==> src/verilog/asipr_defines.vh <==
`ifndef ASIPR_DEFINES_VH
`define ASIPR_DEFINES_VH
// ====================================================
// register word offsets (address bits 4:2)
`define ASIPR_OFS_MODE 3'h0
`define ASIPR_OFS_STAT 3'h1
`define ASIPR_OFS_DIV 3'h2
`define ASIPR_OFS_TXD 3'h3
`define ASIPR_OFS_RXD 3'h4
// ====================================================
// mode register fields
`define ASIPR_M_ON 15
`define ASIPR_M_HALT 13
`define ASIPR_M_INFRARED_CODEC_ON 12
`define ASIPR_M_RTS_PIN_MODE 11
`define ASIPR_M_PIN_HI 9
`define ASIPR_M_PIN_LO 8
`define ASIPR_M_WAKE 7
`define ASIPR_M_LOOP 6
`define ASIPR_M_AUTO_RATE_MEASURE 5
`define ASIPR_M_RXINV 4
`define ASIPR_M_FAST 3
`define ASIPR_M_PD_HI 2
`define ASIPR_M_PD_LO 1
`define ASIPR_M_STOP2 0
`define ASIPR_MODE_WMASK 16'hBBFF
`define ASIPR_MODE_RST 16'h0000
// ====================================================
// status register fields
`define ASIPR_S_TXIS1 15
`define ASIPR_S_TXINV 14
`define ASIPR_S_TXIS0 13
`define ASIPR_S_RXEN 12
`define ASIPR_S_BRK 11
`define ASIPR_S_TXEN 10
`define ASIPR_S_TXBF 9
`define ASIPR_S_TX_ALL_EMPTY 8
`define ASIPR_S_RXIS1 7
`define ASIPR_S_RXIS0 6
`define ASIPR_S_ADDRESS_DETECT_ON 5
`define ASIPR_S_RECEIVER_IDLE_FLAG 4
`define ASIPR_S_PARITY_ERROR_FLAG 3
`define ASIPR_S_FRAMING_ERROR_FLAG 2
`define ASIPR_S_OVERRUN_ERROR_FLAG 1
`define ASIPR_S_RXDA 0
`define ASIPR_DIV_RST 16'h0000
// ====================================================
// codes and timing counts
`define ASIPR_PIN_TXRX 2'h0
`define ASIPR_PIN_RTS 2'h1
`define ASIPR_PIN_FLOW 2'h2
`define ASIPR_PIN_BCLK 2'h3
`define ASIPR_PD_8N 2'h0
`define ASIPR_PD_8E 2'h1
`define ASIPR_PD_8O 2'h2
`define ASIPR_PD_9N 2'h3
`define ASIPR_SUB_STD 4'hF
`define ASIPR_SUB_FAST 4'h3
`define ASIPR_IR_PULSE 4'h3
`define ASIPR_IR_HOLD 5'h10
`define ASIPR_BRK_FRAME 14'h2000
`define ASIPR_BRK_BITS 4'hE
`endif

==> src/verilog/asipr_fifo.v <==
`timescale 1ns/1ps
`default_nettype none
module asipr_fifo #(
   parameter WIDTH = 9,
   parameter DEPTH = 4,
   parameter AW = 2
) (
   // clock and reset
   input wire clk,
   input wire rst,
   input wire flush,
   // fill side
   input wire in_valid,
   output wire in_ready,
   input wire [WIDTH-1:0] in_data,
   // drain side
   output wire out_valid,
   input wire out_ready,
   output wire [WIDTH-1:0] out_data,
   output reg [AW:0] count
);
   reg [WIDTH-1:0] mem [0:DEPTH-1];
   reg [AW-1:0] wr_ptr;
   reg [AW-1:0] rd_ptr;
   wire push;
   wire pop;
   assign in_ready = (count != DEPTH[AW:0]);
   assign out_valid = (count != {(AW+1){1'b0}});
   assign out_data = mem[rd_ptr];
   assign push = in_valid & in_ready;
   assign pop = out_valid & out_ready;
   always @(posedge clk) begin
      if (push)
         mem[wr_ptr] <= in_data;
   end
   always @(posedge clk) begin
      if (rst | flush) begin
         wr_ptr <= {AW{1'b0}};
         rd_ptr <= {AW{1'b0}};
         count <= {(AW+1){1'b0}};
      end else begin
         if (push)
            wr_ptr <= (wr_ptr == DEPTH[AW-1:0] - 1'b1) ? {AW{1'b0}} : wr_ptr + 1'b1;
         if (pop)
            rd_ptr <= (rd_ptr == DEPTH[AW-1:0] - 1'b1) ? {AW{1'b0}} : rd_ptr + 1'b1;
         if (push & ~pop)
            count <= count + 1'b1;
         else if (pop & ~push)
            count <= count - 1'b1;
      end
   end
endmodule
`default_nettype wire

==> src/verilog/asipr_uart.v <==
// The register addresses and the Avalon-MM slave port are this design's own decisions.
`timescale 1ns/1ps
`default_nettype none
`include "asipr_defines.vh"
module asipr_uart (
   // clock and reset
   input wire clk,
   input wire rst,
   // avalon-mm slave
   input wire [4:0] avs_address,
   input wire avs_read,
   input wire avs_write,
   input wire [31:0] avs_writedata,
   input wire [3:0] avs_byteenable,
   output reg [31:0] avs_readdata,
   output reg avs_waitrequest,
   // serial pins
   input wire serial_in_pin,
   output reg serial_out_pin,
   output reg serial_out_oe,
   input wire clear_to_send_pin_n,
   output reg request_to_send_pin_n,
   output reg request_to_send_oe,
   // chip power state
   input wire chip_idle,
   input wire chip_sleep,
   // interrupt pulses
   output reg tx_irq,
   output reg rx_irq,
   output reg wake_irq
);
   localparam RX_IDLE = 4'b0001;
   localparam RX_START = 4'b0010;
   localparam RX_DATA = 4'b0100;
   localparam RX_STOP = 4'b1000;

   // ====================================================
   // registers
   reg [15:0] mode;
   reg [15:0] divisor;
   reg [1:0] tx_isel;
   reg tx_inv;
   reg rx_on;
   reg brk;
   reg tx_on;
   reg [1:0] rx_isel;
   reg addr_det;
   reg overrun_error_flag;
   reg [15:0] next_mode;
   reg [15:0] next_stat;
   wire [15:0] wmask;
   wire req;
   wire acc;
   wire [2:0] sel;
   assign req = avs_read | avs_write;
   assign acc = req & ~avs_waitrequest;
   assign sel = avs_address[4:2];
   assign wmask = {{8{avs_byteenable[1]}}, {8{avs_byteenable[0]}}};

   wire on = mode[`ASIPR_M_ON];
   wire [1:0] pins = mode[`ASIPR_M_PIN_HI:`ASIPR_M_PIN_LO];
   wire [1:0] pd = mode[`ASIPR_M_PD_HI:`ASIPR_M_PD_LO];
   wire fast = mode[`ASIPR_M_FAST];
   wire auto_rate_measure = mode[`ASIPR_M_AUTO_RATE_MEASURE];
   wire run = on & ~(mode[`ASIPR_M_HALT] & chip_idle);
   wire ir_on = mode[`ASIPR_M_INFRARED_CODEC_ON] & ~fast;
   wire [3:0] sub_last = fast ? `ASIPR_SUB_FAST : `ASIPR_SUB_STD;
   wire wr_mode = acc & avs_write & (sel == `ASIPR_OFS_MODE);
   wire wr_stat = acc & avs_write & (sel == `ASIPR_OFS_STAT);
   wire wr_div = acc & avs_write & (sel == `ASIPR_OFS_DIV) & (|avs_byteenable[1:0]);
   wire wr_txd = acc & avs_write & (sel == `ASIPR_OFS_TXD) & avs_byteenable[0];
   wire rd_rxd = acc & avs_read & (sel == `ASIPR_OFS_RXD);
   wire overrun_error_flag_clr = wr_stat & avs_byteenable[0] & overrun_error_flag & ~avs_writedata[`ASIPR_S_OVERRUN_ERROR_FLAG];

   // ====================================================
   // pin synchronisers
   reg rx_s1;
   reg rx_s2;
   reg rx_s3;
   reg cts_s1;
   reg cts_s2;
   always @(posedge clk) begin
      rx_s1 <= serial_in_pin;
      rx_s2 <= rx_s1;
      rx_s3 <= rx_s2;
      cts_s1 <= clear_to_send_pin_n;
      cts_s2 <= cts_s1;
   end

   // ====================================================
   // rate generator
   reg [15:0] brg_cnt;
   reg tick;
   always @(posedge clk) begin
      if (rst | wr_div | ~run) begin
         brg_cnt <= 16'h0000;
         tick <= 1'b0;
      end else if (brg_cnt == divisor) begin
         brg_cnt <= 16'h0000;
         tick <= 1'b1;
      end else begin
         brg_cnt <= brg_cnt + 16'h0001;
         tick <= 1'b0;
      end
   end

   // ====================================================
   // transmit path
   wire tx_flush = rst | ~tx_on | ~on;
   wire tx_ready;
   wire tx_avail;
   wire [8:0] tx_head;
   wire [2:0] tx_count;
   reg tx_busy;
   reg tx_brk_frame;
   reg [13:0] tx_sh;
   reg [3:0] tx_left;
   reg [3:0] tx_sub;
   wire cts_ok = (pins != `ASIPR_PIN_FLOW) | ~cts_s2;
   wire tx_pop = run & tx_avail & ~tx_busy & cts_ok;
   wire tx_done = tick & tx_busy & (tx_sub == sub_last) & (tx_left == 4'h1);
   wire tx_ninth = (pd == `ASIPR_PD_9N) ? tx_head[8] :
                   (pd == `ASIPR_PD_8E) ? ^tx_head[7:0] :
                   (pd == `ASIPR_PD_8O) ? ~^tx_head[7:0] : 1'b1;
   wire [3:0] tx_nbits = 4'hA + {3'b000, pd != `ASIPR_PD_8N}
                         + {3'b000, mode[`ASIPR_M_STOP2]};

   asipr_fifo #(.WIDTH(9), .DEPTH(4), .AW(2)) u_tx_fifo (
      .clk(clk),
      .rst(rst),
      .flush(tx_flush),
      .in_valid(wr_txd),
      .in_ready(tx_ready),
      .in_data(avs_writedata[8:0]),
      .out_valid(tx_avail),
      .out_ready(tx_pop),
      .out_data(tx_head),
      .count(tx_count)
   );

   always @(posedge clk) begin
      if (tx_flush) begin
         tx_busy <= 1'b0;
         tx_brk_frame <= 1'b0;
         tx_sh <= 14'h3FFF;
         tx_left <= 4'h0;
         tx_sub <= 4'h0;
      end else if (tx_pop) begin
         tx_busy <= 1'b1;
         tx_sub <= 4'h0;
         tx_brk_frame <= brk;
         if (brk) begin
            // the queued character is consumed as the break trigger
            tx_sh <= `ASIPR_BRK_FRAME;
            tx_left <= `ASIPR_BRK_BITS;
         end else begin
            tx_sh <= {4'hF, tx_ninth, tx_head[7:0], 1'b0};
            tx_left <= tx_nbits;
         end
      end else if (tick & tx_busy) begin
         if (tx_sub == sub_last) begin
            tx_sub <= 4'h0;
            tx_sh <= {1'b1, tx_sh[13:1]};
            tx_left <= tx_left - 4'h1;
            if (tx_left == 4'h1)
               tx_busy <= 1'b0;
         end else begin
            tx_sub <= tx_sub + 4'h1;
         end
      end
   end

   wire tx_bit = tx_busy ? tx_sh[0] : 1'b1;
   // short pulse in the first sixteenths of each zero bit
   wire ir_pulse = tx_busy & ~tx_sh[0] & (tx_sub < `ASIPR_IR_PULSE);
   wire tx_level = (ir_on ? ir_pulse : tx_bit) ^ tx_inv;

   reg tx_evt;
   always @(*) begin
      tx_evt = 1'b0;
      case (tx_isel)
         2'b00: tx_evt = tx_pop;
         2'b01: tx_evt = tx_done & ~tx_avail;
         2'b10: tx_evt = tx_pop & (tx_count == 3'h1);
         default: tx_evt = 1'b0;
      endcase
   end

   // ====================================================
   // receive path
   reg [3:0] rx_state;
   reg [3:0] rx_sub;
   reg [3:0] rx_n;
   reg [8:0] rx_sh;
   reg [4:0] ir_hold;
   reg rx_prev;
   wire rx_run = run & rx_on;
   wire rx_raw = mode[`ASIPR_M_LOOP] ? serial_out_pin : rx_s2;
   wire rx_pol = rx_raw ^ mode[`ASIPR_M_RXINV];
   wire rx_bit = ir_on ? (ir_hold == 5'h00) : rx_pol;
   wire [3:0] rx_nd = (pd == `ASIPR_PD_8N) ? 4'h8 : 4'h9;
   wire [8:0] rx_data = (pd == `ASIPR_PD_8N) ? {1'b0, rx_sh[8:1]} :
                        (pd == `ASIPR_PD_9N) ? rx_sh : {1'b0, rx_sh[7:0]};
   wire rx_parity_error_flag = (pd == `ASIPR_PD_8E) ? ^rx_sh :
                  (pd == `ASIPR_PD_8O) ? ~^rx_sh : 1'b0;
   wire rx_fin = tick & (rx_state == RX_STOP) & (rx_sub == sub_last);
   // nine-bit data characters are dropped while address detect is on
   wire rx_keep = ~(addr_det & (pd == `ASIPR_PD_9N) & ~rx_sh[8]);
   wire rx_ready;
   wire rx_avail;
   wire [10:0] rx_head;
   wire [2:0] rx_count;
   wire rx_push = rx_fin & rx_keep & rx_ready;
   wire rx_ovf = rx_fin & rx_keep & ~rx_ready;
   wire rx_flush = rst | overrun_error_flag_clr;

   asipr_fifo #(.WIDTH(11), .DEPTH(4), .AW(2)) u_rx_fifo (
      .clk(clk),
      .rst(rst),
      .flush(rx_flush),
      .in_valid(rx_push),
      .in_ready(rx_ready),
      .in_data({rx_parity_error_flag, ~rx_bit, rx_data}),
      .out_valid(rx_avail),
      .out_ready(rd_rxd),
      .out_data(rx_head),
      .count(rx_count)
   );

   always @(posedge clk) begin
      if (rst | ~ir_on)
         ir_hold <= 5'h00;
      else if (~rx_pol)
         ir_hold <= `ASIPR_IR_HOLD;
      else if (tick & (ir_hold != 5'h00))
         ir_hold <= ir_hold - 5'h01;
   end

   always @(posedge clk) begin
      if (rx_flush | ~rx_run) begin
         rx_state <= RX_IDLE;
         rx_sub <= 4'h0;
         rx_n <= 4'h0;
         rx_sh <= 9'h000;
      end else begin
         case (rx_state)
            RX_IDLE: begin
               rx_sub <= 4'h0;
               if (~auto_rate_measure & rx_prev & ~rx_bit) // a fall only: a held-low line must not restart
                  rx_state <= RX_START;
            end
            RX_START: begin
               if (tick) begin
                  if (rx_sub == {1'b0, sub_last[3:1]}) begin
                     rx_sub <= 4'h0;
                     rx_n <= 4'h0;
                     rx_state <= rx_bit ? RX_IDLE : RX_DATA;
                  end else begin
                     rx_sub <= rx_sub + 4'h1;
                  end
               end
            end
            RX_DATA: begin
               if (tick) begin
                  if (rx_sub == sub_last) begin
                     rx_sub <= 4'h0;
                     rx_sh <= {rx_bit, rx_sh[8:1]};
                     rx_n <= rx_n + 4'h1;
                     if (rx_n == rx_nd - 4'h1)
                        rx_state <= RX_STOP;
                  end else begin
                     rx_sub <= rx_sub + 4'h1;
                  end
               end
            end
            RX_STOP: begin
               if (tick) begin
                  if (rx_sub == sub_last)
                     rx_state <= RX_IDLE;
                  else
                     rx_sub <= rx_sub + 4'h1;
               end
            end
            default: rx_state <= RX_IDLE;
         endcase
      end
   end

   reg rx_evt;
   always @(*) begin
      case (rx_isel)
         2'b11: rx_evt = rx_push & (rx_count == 3'h3);
         2'b10: rx_evt = rx_push & (rx_count == 3'h2);
         default: rx_evt = rx_push;
      endcase
   end

   // ====================================================
   // auto-baud: 55h gives five falling edges spanning eight bits
   reg [22:0] ab_cnt;
   reg [2:0] ab_edges;
   wire ab_fall = rx_prev & ~rx_bit;
   wire ab_done = auto_rate_measure & rx_run & ab_fall & (ab_edges == 3'h4);
   wire [22:0] ab_div = fast ? (ab_cnt >> 5) : (ab_cnt >> 7);
   always @(posedge clk) begin
      rx_prev <= rx_bit;
      if (rst | ~auto_rate_measure | ~rx_run) begin
         ab_cnt <= 23'h000000;
         ab_edges <= 3'h0;
      end else begin
         ab_cnt <= ab_cnt + 23'h000001;
         if (ab_fall) begin
            if (ab_edges == 3'h0)
               ab_cnt <= 23'h000000;
            ab_edges <= (ab_edges == 3'h4) ? 3'h0 : ab_edges + 3'h1;
         end
      end
   end

   // ====================================================
   // wake from sleep on start edge
   wire wake_on = mode[`ASIPR_M_WAKE] & chip_sleep;
   wire wake_fall = wake_on & rx_s3 & ~rx_s2;
   wire wake_rise = wake_on & ~rx_s3 & rx_s2;

   // ====================================================
   // register writes and hardware clears
   always @(*) begin
      next_mode = (mode & ~(wmask & `ASIPR_MODE_WMASK))
                  | (avs_writedata[15:0] & wmask & `ASIPR_MODE_WMASK);
      next_stat = avs_writedata[15:0];
   end

   always @(posedge clk) begin
      if (rst) begin
         mode <= `ASIPR_MODE_RST;
         divisor <= `ASIPR_DIV_RST;
         tx_isel <= 2'b00;
         tx_inv <= 1'b0;
         rx_on <= 1'b0;
         brk <= 1'b0;
         tx_on <= 1'b0;
         rx_isel <= 2'b00;
         addr_det <= 1'b0;
         overrun_error_flag <= 1'b0;
      end else begin
         if (wr_mode)
            mode <= next_mode;
         if (ab_done)
            mode[`ASIPR_M_AUTO_RATE_MEASURE] <= 1'b0;
         if (wake_rise)
            mode[`ASIPR_M_WAKE] <= 1'b0;
         if (wr_div)
            divisor <= (divisor & ~wmask) | (avs_writedata[15:0] & wmask);
         else if (ab_done)
            divisor <= ab_div[15:0] - 16'h0001;
         if (wr_stat & avs_byteenable[1]) begin
            tx_isel <= {next_stat[`ASIPR_S_TXIS1], next_stat[`ASIPR_S_TXIS0]};
            tx_inv <= next_stat[`ASIPR_S_TXINV];
            rx_on <= next_stat[`ASIPR_S_RXEN];
            tx_on <= next_stat[`ASIPR_S_TXEN];
         end
         // hardware completion clear wins over a same-cycle write
         if (tx_done & tx_brk_frame)
            brk <= 1'b0;
         else if (wr_stat & avs_byteenable[1])
            brk <= next_stat[`ASIPR_S_BRK];
         if (wr_stat & avs_byteenable[0]) begin
            rx_isel <= {next_stat[`ASIPR_S_RXIS1], next_stat[`ASIPR_S_RXIS0]};
            addr_det <= next_stat[`ASIPR_S_ADDRESS_DETECT_ON];
         end
         overrun_error_flag <= rx_ovf | (overrun_error_flag & ~overrun_error_flag_clr);
      end
   end

   // ====================================================
   // pin drivers and interrupt pulses
   always @(posedge clk) begin
      if (rst) begin
         serial_out_pin <= 1'b1;
         serial_out_oe <= 1'b0;
         request_to_send_pin_n <= 1'b1;
         request_to_send_oe <= 1'b0;
         tx_irq <= 1'b0;
         rx_irq <= 1'b0;
         wake_irq <= 1'b0;
      end else begin
         serial_out_pin <= tx_level;
         serial_out_oe <= on & tx_on;
         request_to_send_oe <= on & (pins != `ASIPR_PIN_TXRX);
         if (pins == `ASIPR_PIN_BCLK)
            request_to_send_pin_n <= tick;
         else if (mode[`ASIPR_M_RTS_PIN_MODE])
            request_to_send_pin_n <= ~tx_busy;
         else
            request_to_send_pin_n <= ~rx_ready;
         tx_irq <= tx_evt;
         rx_irq <= rx_evt;
         wake_irq <= wake_fall;
      end
   end

   // ====================================================
   // bus slave: one wait cycle, then the answer
   always @(posedge clk) begin
      if (rst) begin
         avs_waitrequest <= 1'b1;
         avs_readdata <= 32'h00000000;
      end else if (avs_waitrequest & req) begin
         avs_waitrequest <= 1'b0;
         case (sel)
            `ASIPR_OFS_MODE: avs_readdata <= {16'h0000, mode};
            `ASIPR_OFS_STAT: avs_readdata <= {16'h0000, tx_isel[1], tx_inv, tx_isel[0],
               rx_on, brk, tx_on, ~tx_ready, ~tx_busy & ~tx_avail,
               rx_isel, addr_det, rx_state == RX_IDLE,
               rx_avail & rx_head[10], rx_avail & rx_head[9], overrun_error_flag, rx_avail};
            `ASIPR_OFS_DIV: avs_readdata <= {16'h0000, divisor};
            `ASIPR_OFS_RXD: avs_readdata <= {23'h000000, rx_avail ? rx_head[8:0] : 9'h000};
            default: avs_readdata <= 32'h00000000;
         endcase
      end else begin
         avs_waitrequest <= 1'b1;
      end
   end
endmodule
`default_nettype wire
==> config.mk <==
export PLATFORM = sky130hd
export DESIGN_NAME = asipr_uart
export DESIGN_NICKNAME = d
export VERILOG_FILES = /design/src/verilog/asipr_fifo.v /design/src/verilog/asipr_uart.v
export VERILOG_INCLUDE_DIRS = /design/src /design/src/verilog
export SDC_FILE = /design/constraint.sdc
export NUM_CORES = 1
export LEC_CHECK = 0
export BUFFER_PORTS_ARGS = -buffer_cell sky130_fd_sc_hd__buf_4
export CORE_MARGIN = 10
export CORE_UTILIZATION = 63
export CTS_BUF_LIST = sky130_fd_sc_hd__clkbuf_8
export DETAILED_ROUTE_END_ITERATION = 7
export GPL_TIMING_DRIVEN = 0
export PLACE_DENSITY = 0.93
export SLEW_MARGIN = 5
export SYNTH_ARGS = -nofsm -noshare
export SYNTH_HDL_FRONTEND = slang
export SYNTH_SLANG_ARGS = --single-unit
export TNS_END_PERCENT = 30
==> constraint.sdc <==
create_clock -name clk -period 3.7 [get_ports clk]
set_input_delay 0.37 -clock clk [delete_from_list [all_inputs] [get_ports clk]]
set_output_delay 0.37 -clock clk [all_outputs]
set_load 0.005 [all_outputs]
==> summary.txt, run 1 <==
Drt
  – Drt first-iter violations: 1,065
  – First-pass detailed-route iteration total: 7
  – Met1 WL: 12,700 um
  – Vias post-DR: 10,319
  – Via density: 6.19
  – Routed length on met2: 16,300 um
  – DR top layer: met4
  – Total Wirelength: 33,400 um
  – Drt drc: 0
  – Antenna Violating Nets Remaining: 0
  – Wire per inst: 20.0 um
  – Met3 routed WL: 2800 um

STA
  – Slew HR: 2.55%
  – Slew @ Worst Pin: 1440 ps
  – Final hold vios: 0
  – Fin Hold WS: 54.4 ps
  – Final setup fails: 0
  – Post-layout min period: 3490 ps
  – Clk_skew: 33.3 ps
  – Sum of negative setup slack: 0 ps
  – Unrepaired setup endpoints after global routing: no
  – Pins Over Slew Limit: 0
  – Final WS setup: 210 ps
  – Max frequency: 0.287 GHz
  – Final worst path period share: 94.3%

Logic synthesis
  – Largest family of logic cells by synthesized area: simple AND/OR/NAND/NOR gates
  – Compound-Gate Fraction of Synth Area: 11.1%
  – Syn avg cell area: 9.95 um2
  – Post-synthesis mux area share: 8.42%
  – Top cells by area, synth: dfxtp_1 29%, edfxtp_1 19%, nor2_1 4.3%, mux2i_1 3.8%, mux4_2 3.6%
  – Synth Area in Adders: 3.06%
  – Post-synthesis xor/xnor area fraction: 6.64%
  – Synth Area in Simple Gates: 18.1%
  – Post-Synthesis Cells: 1,258
  – Yosys top cell by area: dfxtp_1
  – Seq cells post-synth: 260
  – Yosys top cell area share: 28.8%
  – Post-Syn Area: 12,500 um2
  – Ys Warns: 0
  – Yosys cell types: 80
  – Ys flop type: dfxtp_1
  – EDFF count, synth: 80
  – Post-synth ARST share: 0%
  – Seq/Total Area, Yosys: 48.0%

CTS
  – H-tree levels: 2
  – CTS buffer count: 43
  – Clk buf depth: 3
  – Clock transition at path regs: 60 ps
  – Clk Latency, worst-skew pair: 580 ps
  – CTS Sinks: 260
  – Setup bufs post-CTS: 0
  – CTS tree: yes
  – Root Buffer: clkbuf_8

Critical path
  – Critical path, cell by cell: buf_4 > buf_2 > mux2i_1 > ha_1 > or4b_4 > a211o_4 > nor4b_4 > o32ai_1 > or3_1 > a211oi_2
  – Critical Path Start Type: register
  – Max FO, Critical Path: 19
  – Slowest cell on crit path: or4b_4
  – Setup CP Type: register to register
  – Reg2reg setup slack: 210 ps
  – Worst r2r path cells: 10
  – Critical Path Max Stage Delay: 520 ps
  – Worst path arrival time: 3980 ps
  – CP required: 4190 ps
  – CP endpoint kind: register

GRT
  – Vias in the first global route: 10,201
  – Initial antenna violation count: 0
  – Gr ovfl total: 0
  – First-pass GRT wire length: 53,000 um
  – Largest net degree at the start of global routing: 20
  – Gr usage total: 24.9%

Cells and area
  – Number of fill cells in the layout: 1,301
  – Fraction of layout cells with a size suffix above 1: 14.5%
  – Area growth from synthesis to layout: 14.1%
  – Antenna Diode Count: 0
  – Post-layout nets: 1,450
  – Non-Filler Instances: 1,668
  – Core Util, Final: 73.2%

Min path
  – Worst hold start: avs_writedata[8]
  – Worst hold path depth: 1
  – Worst hold path class: input port to register
  – WHS Endpoint: u_tx_fifo.mem[2][8]

Outcome
  – Status: finished clean

Floorplanning
  – Starting Density: 64.1%
  – Core Area: 19,500 um2
  – DIE WIDTH: 161 um
  – DIE AREA: 25,900 um2
  – I/O pins: 89
  – # rows: 51
  – Die height: 161 um

Placement
  – Setup WS pre-CTS: -264 ps
  – IO Port Bufs: 52
  – Final Wtd Congestion: 0.941
  – Hpwl dp: 23,600 um
  – Dpl cells: 1,590

Flow run
  – Max Cap Violations: 0

Pwr
  – PD cells: 413 nW/um2
  – Pleak: 5.10 nW
  – VDD IR max: 0.316 mV
stage by stage:
step | area [um2] | power [mW]
2_1_floorplan | 12600 | 3.09
3_3_place_gp | 13300 | 3.16
3_5_place_dp | 13300 | 3.16
4_1_cts | 14300 | 5.91
5_1_grt | 14300 | 6.06
6_report | 14300 | 5.90
layout by cell type (no fill, tap or decap), types with 12 or more instances in the layout:
cell      instances
a21oi_1          77
a22oi_1          19
a31oi_1          14
and2_1           13
buf_4            69
clkbuf_1         51
clkbuf_8         55
conb_1           16
dfxtp_1         180
edfxtp_1         80
ha_1             29
inv_1            43
mux2i_1          48
mux4_2           20
nand2_1         109
nand3_1          46
nand4_1          12
nor2_1          143
nor3_1           28
nor4_1           15
o21ai_0          39
xnor2_1          45
xor2_1           50
Yosys cell counts, types with 29 or more instances:
library cell	instances
clkbuf_1	52
a21oi_1	78
inv_1	30
edfxtp_1	80
dfxtp_1	180
xnor2_1	45
xor2_1	50
ha_1	29
nand2_1	109
mux2i_1	48
nand3_1	46
nor2_1	143
o21ai_0	39
timing repair:
action / CTS / global route
endpoints found under the setup margin: 3 / 1
hold endpoints to repair: 2 / 0
hold buffers: 2 / 0
gates resized for setup: 1 / 1
worst max path at each step:
| stage | start | slack, ps | to |
|---|---|---|---|
| after floorplan | register | 360 | register |
| after global placement | register | -270 | register |
| after detailed placement | register | -260 | register |
| after CTS | rx_state[3] | 170 | u_rx_fifo.count[2] |
| after global routing | register | 60 | register |
| final | register | 210 | register |
critical path, delay by kind of cell (launching register included):
family / cells / cell delay, ps
muxes: 1 / 300
buffers and inverters: 2 / 590
AOI/OAI and AO/OA: 3 / 630
adders and majority gates: 1 / 290
DFF: 1 / 400
and+or+nand+nor: 3 / 1210
kinds of logic after synthesis:
family	after synthesis
compound gates	215
buf+inv	121
simple gates	457
xor+xnor	95
mux	79
flops	260
fa+ha+maj	30
other cells	1
final cells by class:
| class | instances | area [um2] | share of cell area, % |
|---|---|---|---|
| Multi-Input combinational cell | 892 | 5980 | 41.9 |
| Tap cell | 265 | 332 | 2.32 |
| Clock buffer | 55 | 757 | 5.30 |
| Timing Repair Buffer | 54 | 410 | 2.87 |
| Clock inverter | 22 | 210 | 1.47 |
| Inverter | 32 | 120 | 0.841 |
| Buffer | 88 | 472 | 3.30 |
| Sequential cell | 260 | 6010 | 42.0 |
report_power, final:
| group | total (mW) | switching, mW | internal [mW] |
|---|---|---|---|
| combinational | 0.168 | 0.107 | 0.0608 |
| clock | 2.79 | 1.17 | 1.62 |
| sequential | 2.94 | 0.00811 | 2.94 |
per-layer routing:
layer  vias to the layer above  track usage, %
met2                       537            42.7
met5                         -               0
met1                      4940            29.3
met4                         0            11.7
met3                       131            5.08
li1                       4711               -
Note: power is estimated with default switching activity, not from simulation.
==> inputs of run 2 (changes only) <==
--- a/config.mk
+++ b/config.mk
@@ -10,9 +10,11 @@
 export CORE_MARGIN = 10
 export CORE_UTILIZATION = 63
 export CTS_BUF_LIST = sky130_fd_sc_hd__clkbuf_8
+export CTS_CLUSTER_SIZE = 40
 export DETAILED_ROUTE_END_ITERATION = 7
 export GPL_TIMING_DRIVEN = 0
 export PLACE_DENSITY = 0.93
+export RECOVER_POWER = 100
 export SLEW_MARGIN = 5
 export SYNTH_ARGS = -nofsm -noshare
 export SYNTH_HDL_FRONTEND = slang
==> summary.txt, run 2 (synthesized netlist as in run 1, its figures left out) <==
CTS
  – CTS Sinks: 260 (unchanged)
  – H-tree levels: 2 (unchanged)
  – CTS tree: yes
  – Clk Latency, worst-skew pair: 570 ps (about the same)
  – CTS buffer count: 43 (unchanged)
  – Root Buffer: clkbuf_8
  – Clk buf depth: 3 (unchanged)
  – Setup bufs post-CTS: 0 (unchanged)
  – Clock transition at path regs: 60 ps (about the same)

Pwr
  – Gate power share: 2.8% (about the same)
  – P_sw: 1.28 mW (-0.42%)
  – Clock Power Share: 47.3% (about the same)
  – P_int: 4.61 mW (-0.11%)
  – Pleak: 4.99 nW (-2.0%)
  – Switching fraction of total power: 21.7% (-0.053 points)
  – Flop pwr share: 50.0% (about the same)
  – VDD IR max: 0.315 mV (-0.38%)
  – PD cells: 415 nW/um2 (+0.42%)

STA
  – Final worst path period share: 96.2% (+1.8 points)
  – Unrepaired setup endpoints after global routing: no
  – Final setup fails: 0 (unchanged)
  – Final hold vios: 0 (unchanged)
  – Fin Hold WS: 93.3 ps (+38.9 ps)
  – Slew @ Worst Pin: 1500 ps (+54.4 ps)
  – Slew HR: -1.13% (-3.7 points)
  – Clk_skew: 29.1 ps (-4.15 ps)
  – Pins Over Slew Limit: 1 (+1)
  – Post-layout min period: 3560 ps (+68.4 ps)
  – Max frequency: 0.281 GHz (-1.9%)

Critical path
  – CP Depth: 10 (unchanged)
  – Critical Path Max Stage Delay: 520 ps (about the same)
  – Worst path arrival time: 4050 ps (+70 ps)
  – CP top delay family: simple AND/OR/NAND/NOR gates
  – Critical Path Start Type: register
  – Worst r2r path cells: 10 (unchanged)
  – Max FO, Critical Path: 19 (unchanged)
  – Critical path, cell by cell: buf_4 > buf_2 > mux2i_1 > ha_1 > or4b_4 > a211o_4 > nor4b_2 > o32ai_1 > or3_1 > a211oi_2
  – Reg2reg setup slack: 140 ps (-70 ps)
  – CP endpoint kind: register
  – Worst path bufs/invs: 2 (unchanged)
  – Setup CP Type: register to register
  – Slowest cell on crit path: or4b_4
  – CP required: 4190 ps (about the same)

GRT
  – GR Layer Usage met1: 29.3% (unchanged)
  – Met3 GRT Util: 5.08% (unchanged)
  – Vias in the first global route: 10,201 (unchanged)
  – Largest net degree at the start of global routing: 20 (unchanged)
  – Initial antenna violation count: 0 (unchanged)
  – Global-route met2 utilization: 42.7% (unchanged)
  – First-pass GRT wire length: 53,000 um (unchanged)
  – Gr ovfl total: 0 (unchanged)
  – Gr usage total: 24.9% (unchanged)
  – GR peak layer: met2

Cells and area
  – Post-layout nets: 1,450 (unchanged)
  – Antenna Diode Count: 0 (unchanged)
  – Core Util, Final: 72.7% (-0.44 points)
  – Area growth from synthesis to layout: 13.4%
  – Most frequent cells in the layout: 180 x dfxtp_1, 143 x nor2_1, 109 x nand2_1
  – Fraction of layout cells with a size suffix above 1: 12.4% (-2.1 points)
  – Commonest non-fill, non-tap cell in the layout: dfxtp_1

Floorplanning
  – # rows: 51 (unchanged)
  – Die height: 161 um (unchanged)
  – DIE WIDTH: 161 um (unchanged)
  – Core Area: 19,500 um2 (unchanged)
  – DIE AREA: 25,900 um2 (unchanged)
  – I/O pins: 89 (unchanged)
  – Starting Density: 64.1% (unchanged)

Outcome
  – Status: finished with violations
  – Failing checks: max-capacitance violations, max-slew violations

Drt
  – Via density: 6.20 (+0.22%)
  – Drt first-iter violations: 1,032 (-3.1%)
  – Vias post-DR: 10,342 (+0.22%)
  – Drt drc: 0 (unchanged)
  – Antenna Violating Nets Remaining: 0 (unchanged)
  – First-pass detailed-route iteration total: 6 (-1)
  – Wire per inst: 19.9 um (-0.28%)
  – Total Wirelength: 33,300 um (-0.28%)

Flow run
  – Max Cap Violations: 1 (+1)

Min path
  – Worst hold path class: input port to register
  – Worst hold path depth: 3 (+2)

Placement
  – Final Wtd Congestion: 0.941 (unchanged)
  – IO Port Bufs: 52 (unchanged)
  – Hpwl dp: 23,600 um (unchanged)
==> run 2: worst paths after layout <==
path | start | endpoint
max | register | register
min | avs_writedata[9] | register
max reg2reg | register | register
min reg2reg | cts_s1 | cts_s2
==> run 2: final cells by class <==
class,count,area (um2)
timing repair buffer,54,339
clock buffer,55,757
inverter,32,120
multi-input combinational,892,5970
clock inverter,22,210
fill,1326,5320
sequential,260,6010
buffer,88,470
tap,265,332
==> run 2: metal layers <==
layer  part of all wire [%]  wire length (um)
met5                      0                 0
met2                     49             16400
met4                    4.5              1510
met1                     38             12600
met3                    8.4              2800
==> run 2: what timing repair did <==
item / in CTS / in global routing
hold endpoints to repair: 2 / 0
endpoints found under the setup margin: 3 / 1
gates resized for setup: 1 / 1
hold buffers: 2 / 0
==> run 2: power by group through the flow <==
stage	Sequential (mW)	Combinational [mW]	Clock [mW]
floorplan	3.00	0.0830	0
global placement	3.01	0.153	0
detailed placement	3.01	0.157	0
CTS	2.94	0.160	2.81
global route	2.94	0.170	2.94
finish	2.94	0.162	2.79
==> run 2: worst register-to-register path, cell delays in order, from the launching register on <==
cell,delay (ps)
dfxtp_1,400
buf_4,290
buf_2,310
mux2i_1,310
ha_1,290
or4b_4,520
a211o_4,310
nor4b_2,330
o32ai_1,130
or3_1,420
a211oi_2,190
==> run 2: through the flow <==
| step | worst slack (ps) | cell area [um2] | power, mW | std cells | setup TNS (ps) |
|---|---|---|---|---|---|
| floorplan | 358 | 12600 | 3.09 | 1273 | 0 |
| global placement | -269 | 13300 | 3.16 | 1590 | -408 |
| detailed placement | -264 | 13300 | 3.16 | 1590 | -380 |
| CTS | 172 | 14300 | 5.91 | 1668 | 0 |
| global route | 40.0 | 14200 | 6.06 | 1668 | 0 |
| finish | 142 | 14200 | 5.89 | 1668 | 0 |
==> inputs of run 3 (changes only) <==
--- a/config.mk
+++ b/config.mk
@@ -6,15 +6,17 @@
 export SDC_FILE = /design/constraint.sdc
 export NUM_CORES = 1
 export LEC_CHECK = 0
-export BUFFER_PORTS_ARGS = -buffer_cell sky130_fd_sc_hd__buf_4
 export CORE_MARGIN = 10
-export CORE_UTILIZATION = 63
+export CORE_UTILIZATION = 66
 export CTS_BUF_LIST = sky130_fd_sc_hd__clkbuf_8
+export CTS_CLUSTER_DIAMETER = 200
 export CTS_CLUSTER_SIZE = 40
 export DETAILED_ROUTE_END_ITERATION = 7
+export DONT_BUFFER_PORTS = 1
 export GPL_TIMING_DRIVEN = 0
-export PLACE_DENSITY = 0.93
+export PLACE_DENSITY = 0.92
 export RECOVER_POWER = 100
+export SKIP_LAST_GASP = 1
 export SLEW_MARGIN = 5
 export SYNTH_ARGS = -nofsm -noshare
 export SYNTH_HDL_FRONTEND = slang
==> summary.txt, run 3 (synthesized netlist as in run 1, its figures left out) <==
Outcome
  – Status: finished clean

Cells and area
  – Reg area: 6010 um2 (about the same)
  – Most frequent cells in the layout: 179 x dfxtp_1, 143 x nor2_1, 109 x nand2_1
  – Number of fill cells in the layout: 1,303 (-1.7%)
  – Commonest non-fill, non-tap cell in the layout: dfxtp_1
  – Area of the multi-input gates: 5960 um2 (-0.21%)
  – Area growth from synthesis to layout: 5.67%
  – Post-layout nets: 1,383 (-4.6%)
  – Fraction of layout cells with a size suffix above 1: 6.73% (-5.7 points)

Drt
  – Drt drc: 0 (unchanged)
  – Total Wirelength: 32,500 um (-2.4%)
  – Via density: 6.43 (+3.7%)
  – Wire per inst: 21.0 um (+5.4%)
  – Vias post-DR: 9,931 (-4.0%)
  – First-pass detailed-route iteration total: 5 (-1)
  – Antenna Violating Nets Remaining: 0 (unchanged)
  – Drt first-iter violations: 1,003 (-2.8%)

Floorplanning
  – DIE WIDTH: 158 um (-2.0%)
  – Core Area: 18,700 um2 (-4.2%)
  – I/O pins: 89 (unchanged)
  – Die height: 158 um (-2.0%)
  – DIE AREA: 24,900 um2 (-4.0%)
  – Starting Density: 66.9% (+2.8 points)
  – # rows: 50 (-2.0%)

STA
  – Pins Over Slew Limit: 0 (-1)
  – Post-layout min period: 3560 ps (+3.80 ps)
  – Final setup fails: 0 (unchanged)
  – Clk_skew: 50.9 ps (+21.8 ps)
  – Unrepaired setup endpoints after global routing: yes
  – Slew @ Worst Pin: 1300 ps (-196 ps)
  – Final hold vios: 0 (unchanged)
  – Slew HR: 12.1% (+13 points)
  – Sum of negative setup slack: 0 ps (unchanged)
  – Final WS setup: 138 ps (-3.80 ps)
  – Final worst path period share: 96.3% (+0.10 points)
  – Max frequency: 0.281 GHz (-0.11%)

CTS
  – Clk Latency, worst-skew pair: 580 ps (about the same)
  – Root Buffer: clkbuf_8
  – CTS tree: yes
  – H-tree levels: 1 (-1)
  – Clk buf depth: 3 (unchanged)
  – CTS Sinks: 260 (unchanged)
  – CTS buffer count: 10 (-77%)
  – Clock transition at path regs: 240 ps (+180 ps)
  – Setup bufs post-CTS: 0 (unchanged)

Critical path
  – CP endpoint kind: register
  – Critical Path Start Type: register
  – Setup CP Type: register to register
  – Max FO, Critical Path: 10 (-9)
  – Worst path arrival time: 4060 ps (about the same)
  – CP required: 4200 ps (about the same)

GRT
  – Gr usage total: 25.7% (+0.83 points)
  – Vias in the first global route: 9,639 (-5.5%)
  – Initial antenna violation count: 3 (+3)
  – First-pass GRT wire length: 51,300 um (-3.2%)
  – Largest net degree at the start of global routing: 42 (+110%)
  – Gr ovfl total: 0 (unchanged)

Placement
  – Final Wtd Congestion: 0.974 (+3.4%)
  – Setup WS pre-CTS: -323 ps (-59.1 ps)
  – IO Port Bufs: 0 (-100%)
  – Hpwl dp: 23,400 um (-0.86%)

Flow run
  – Max Cap Violations: 0 (-1)

Pwr
  – PD cells: 321 nW/um2 (-23%)
  – VDD IR max: 0.234 mV (-26%)
  – Pleak: 4.46 nW (-11%)

Min path
  – Worst hold path class: input port to register
-- run 3: changes by cell type in the layout (fill, tap and decap cells not counted), moves of 2 or more --
cell           before  now
clkbuf_8           55   11
dlygate4sd3_1       2   20
and2_0             10    6
bufinv_16           4    0
clkbuf_4           17    0
diode_2             0    2
inv_1              43   34
and2_1              3    7
clkbuf_1           74   55
buf_4              33   17
-- run 3: metrics by stage --
stage / hold slack [ps] / area, um2 / power, mW / utilization, % / instances
2_1_floorplan: 310 / 12600 / 3.09 / - / 1273
3_3_place_gp: 316 / 12900 / 3.11 / 68.8 / 1507
3_5_place_dp: 318 / 12900 / 3.12 / 68.8 / 1507
4_1_cts: 18.8 / 13300 / 4.23 / 70.9 / 1542
5_1_grt: 19.9 / 13200 / 4.34 / 70.7 / 1544
6_report: 24.9 / 13200 / 4.24 / 70.7 / 1544
-- run 3: what timing repair did --
action / 4_1_cts / 5_1_grt
pin swaps: 0 / 0
hold buffers: 20 / 0
gates resized for setup: 1 / 1
endpoints found under the setup margin: 3 / 3
hold endpoints to repair: 72 / 0
-- run 3: cell type report --
class                      instances  share of cell area [%]
timing repair buffer              20                    1.51
clock buffer                      11                    1.14
buffer                            88                    3.50
multi-input combinational        892                    45.0
tap                              234                    2.21
sequential                       260                    45.4
clock inverter                     5                   0.265
antenna                            2                  0.0378
inverter                          32                   0.908
-- run 3: path summary, 6_finish.rpt --
kind,startpoint,endpoint,slack [ps],cells past startpoint
worst min-delay path,avs_writedata[5],register,20,2
worst min register to register,rx_s1,rx_s2,350,0
worst max register to register,rx_state[3],u_rx_fifo.count[2],140,11
worst max-delay path,rx_state[3],u_rx_fifo.count[2],140,11
-- run 3: power by group --
| part | internal (mW) | switching [mW] |
|---|---|---|
| combinational | 0.0522 | 0.0966 |
| sequential | 2.94 | 0.00903 |
| clock | 0.293 | 0.850 |
| total | 3.29 | 0.956 |
-- run 3: routing by layer --
layer	up-vias	global-route usage [%]	part of all wire (%)
met5	-	0	0.040
li1	4540	-	-
met2	533	43.6	48
met3	114	4.72	9.5
met1	4742	31.5	38
met4	2	11.2	4.7
-- run 3: critical path, stage by stage, from the launching register on --
cell and delay [ps]:
dfxtp_1 400, clkbuf_1 350, nor4b_1 660, nand3_1 260, a21oi_1 630, ha_1 310, inv_1 70, fa_1 390
xor2_1 150, nor2_1 120, xnor2_1 130, nor2_1 50
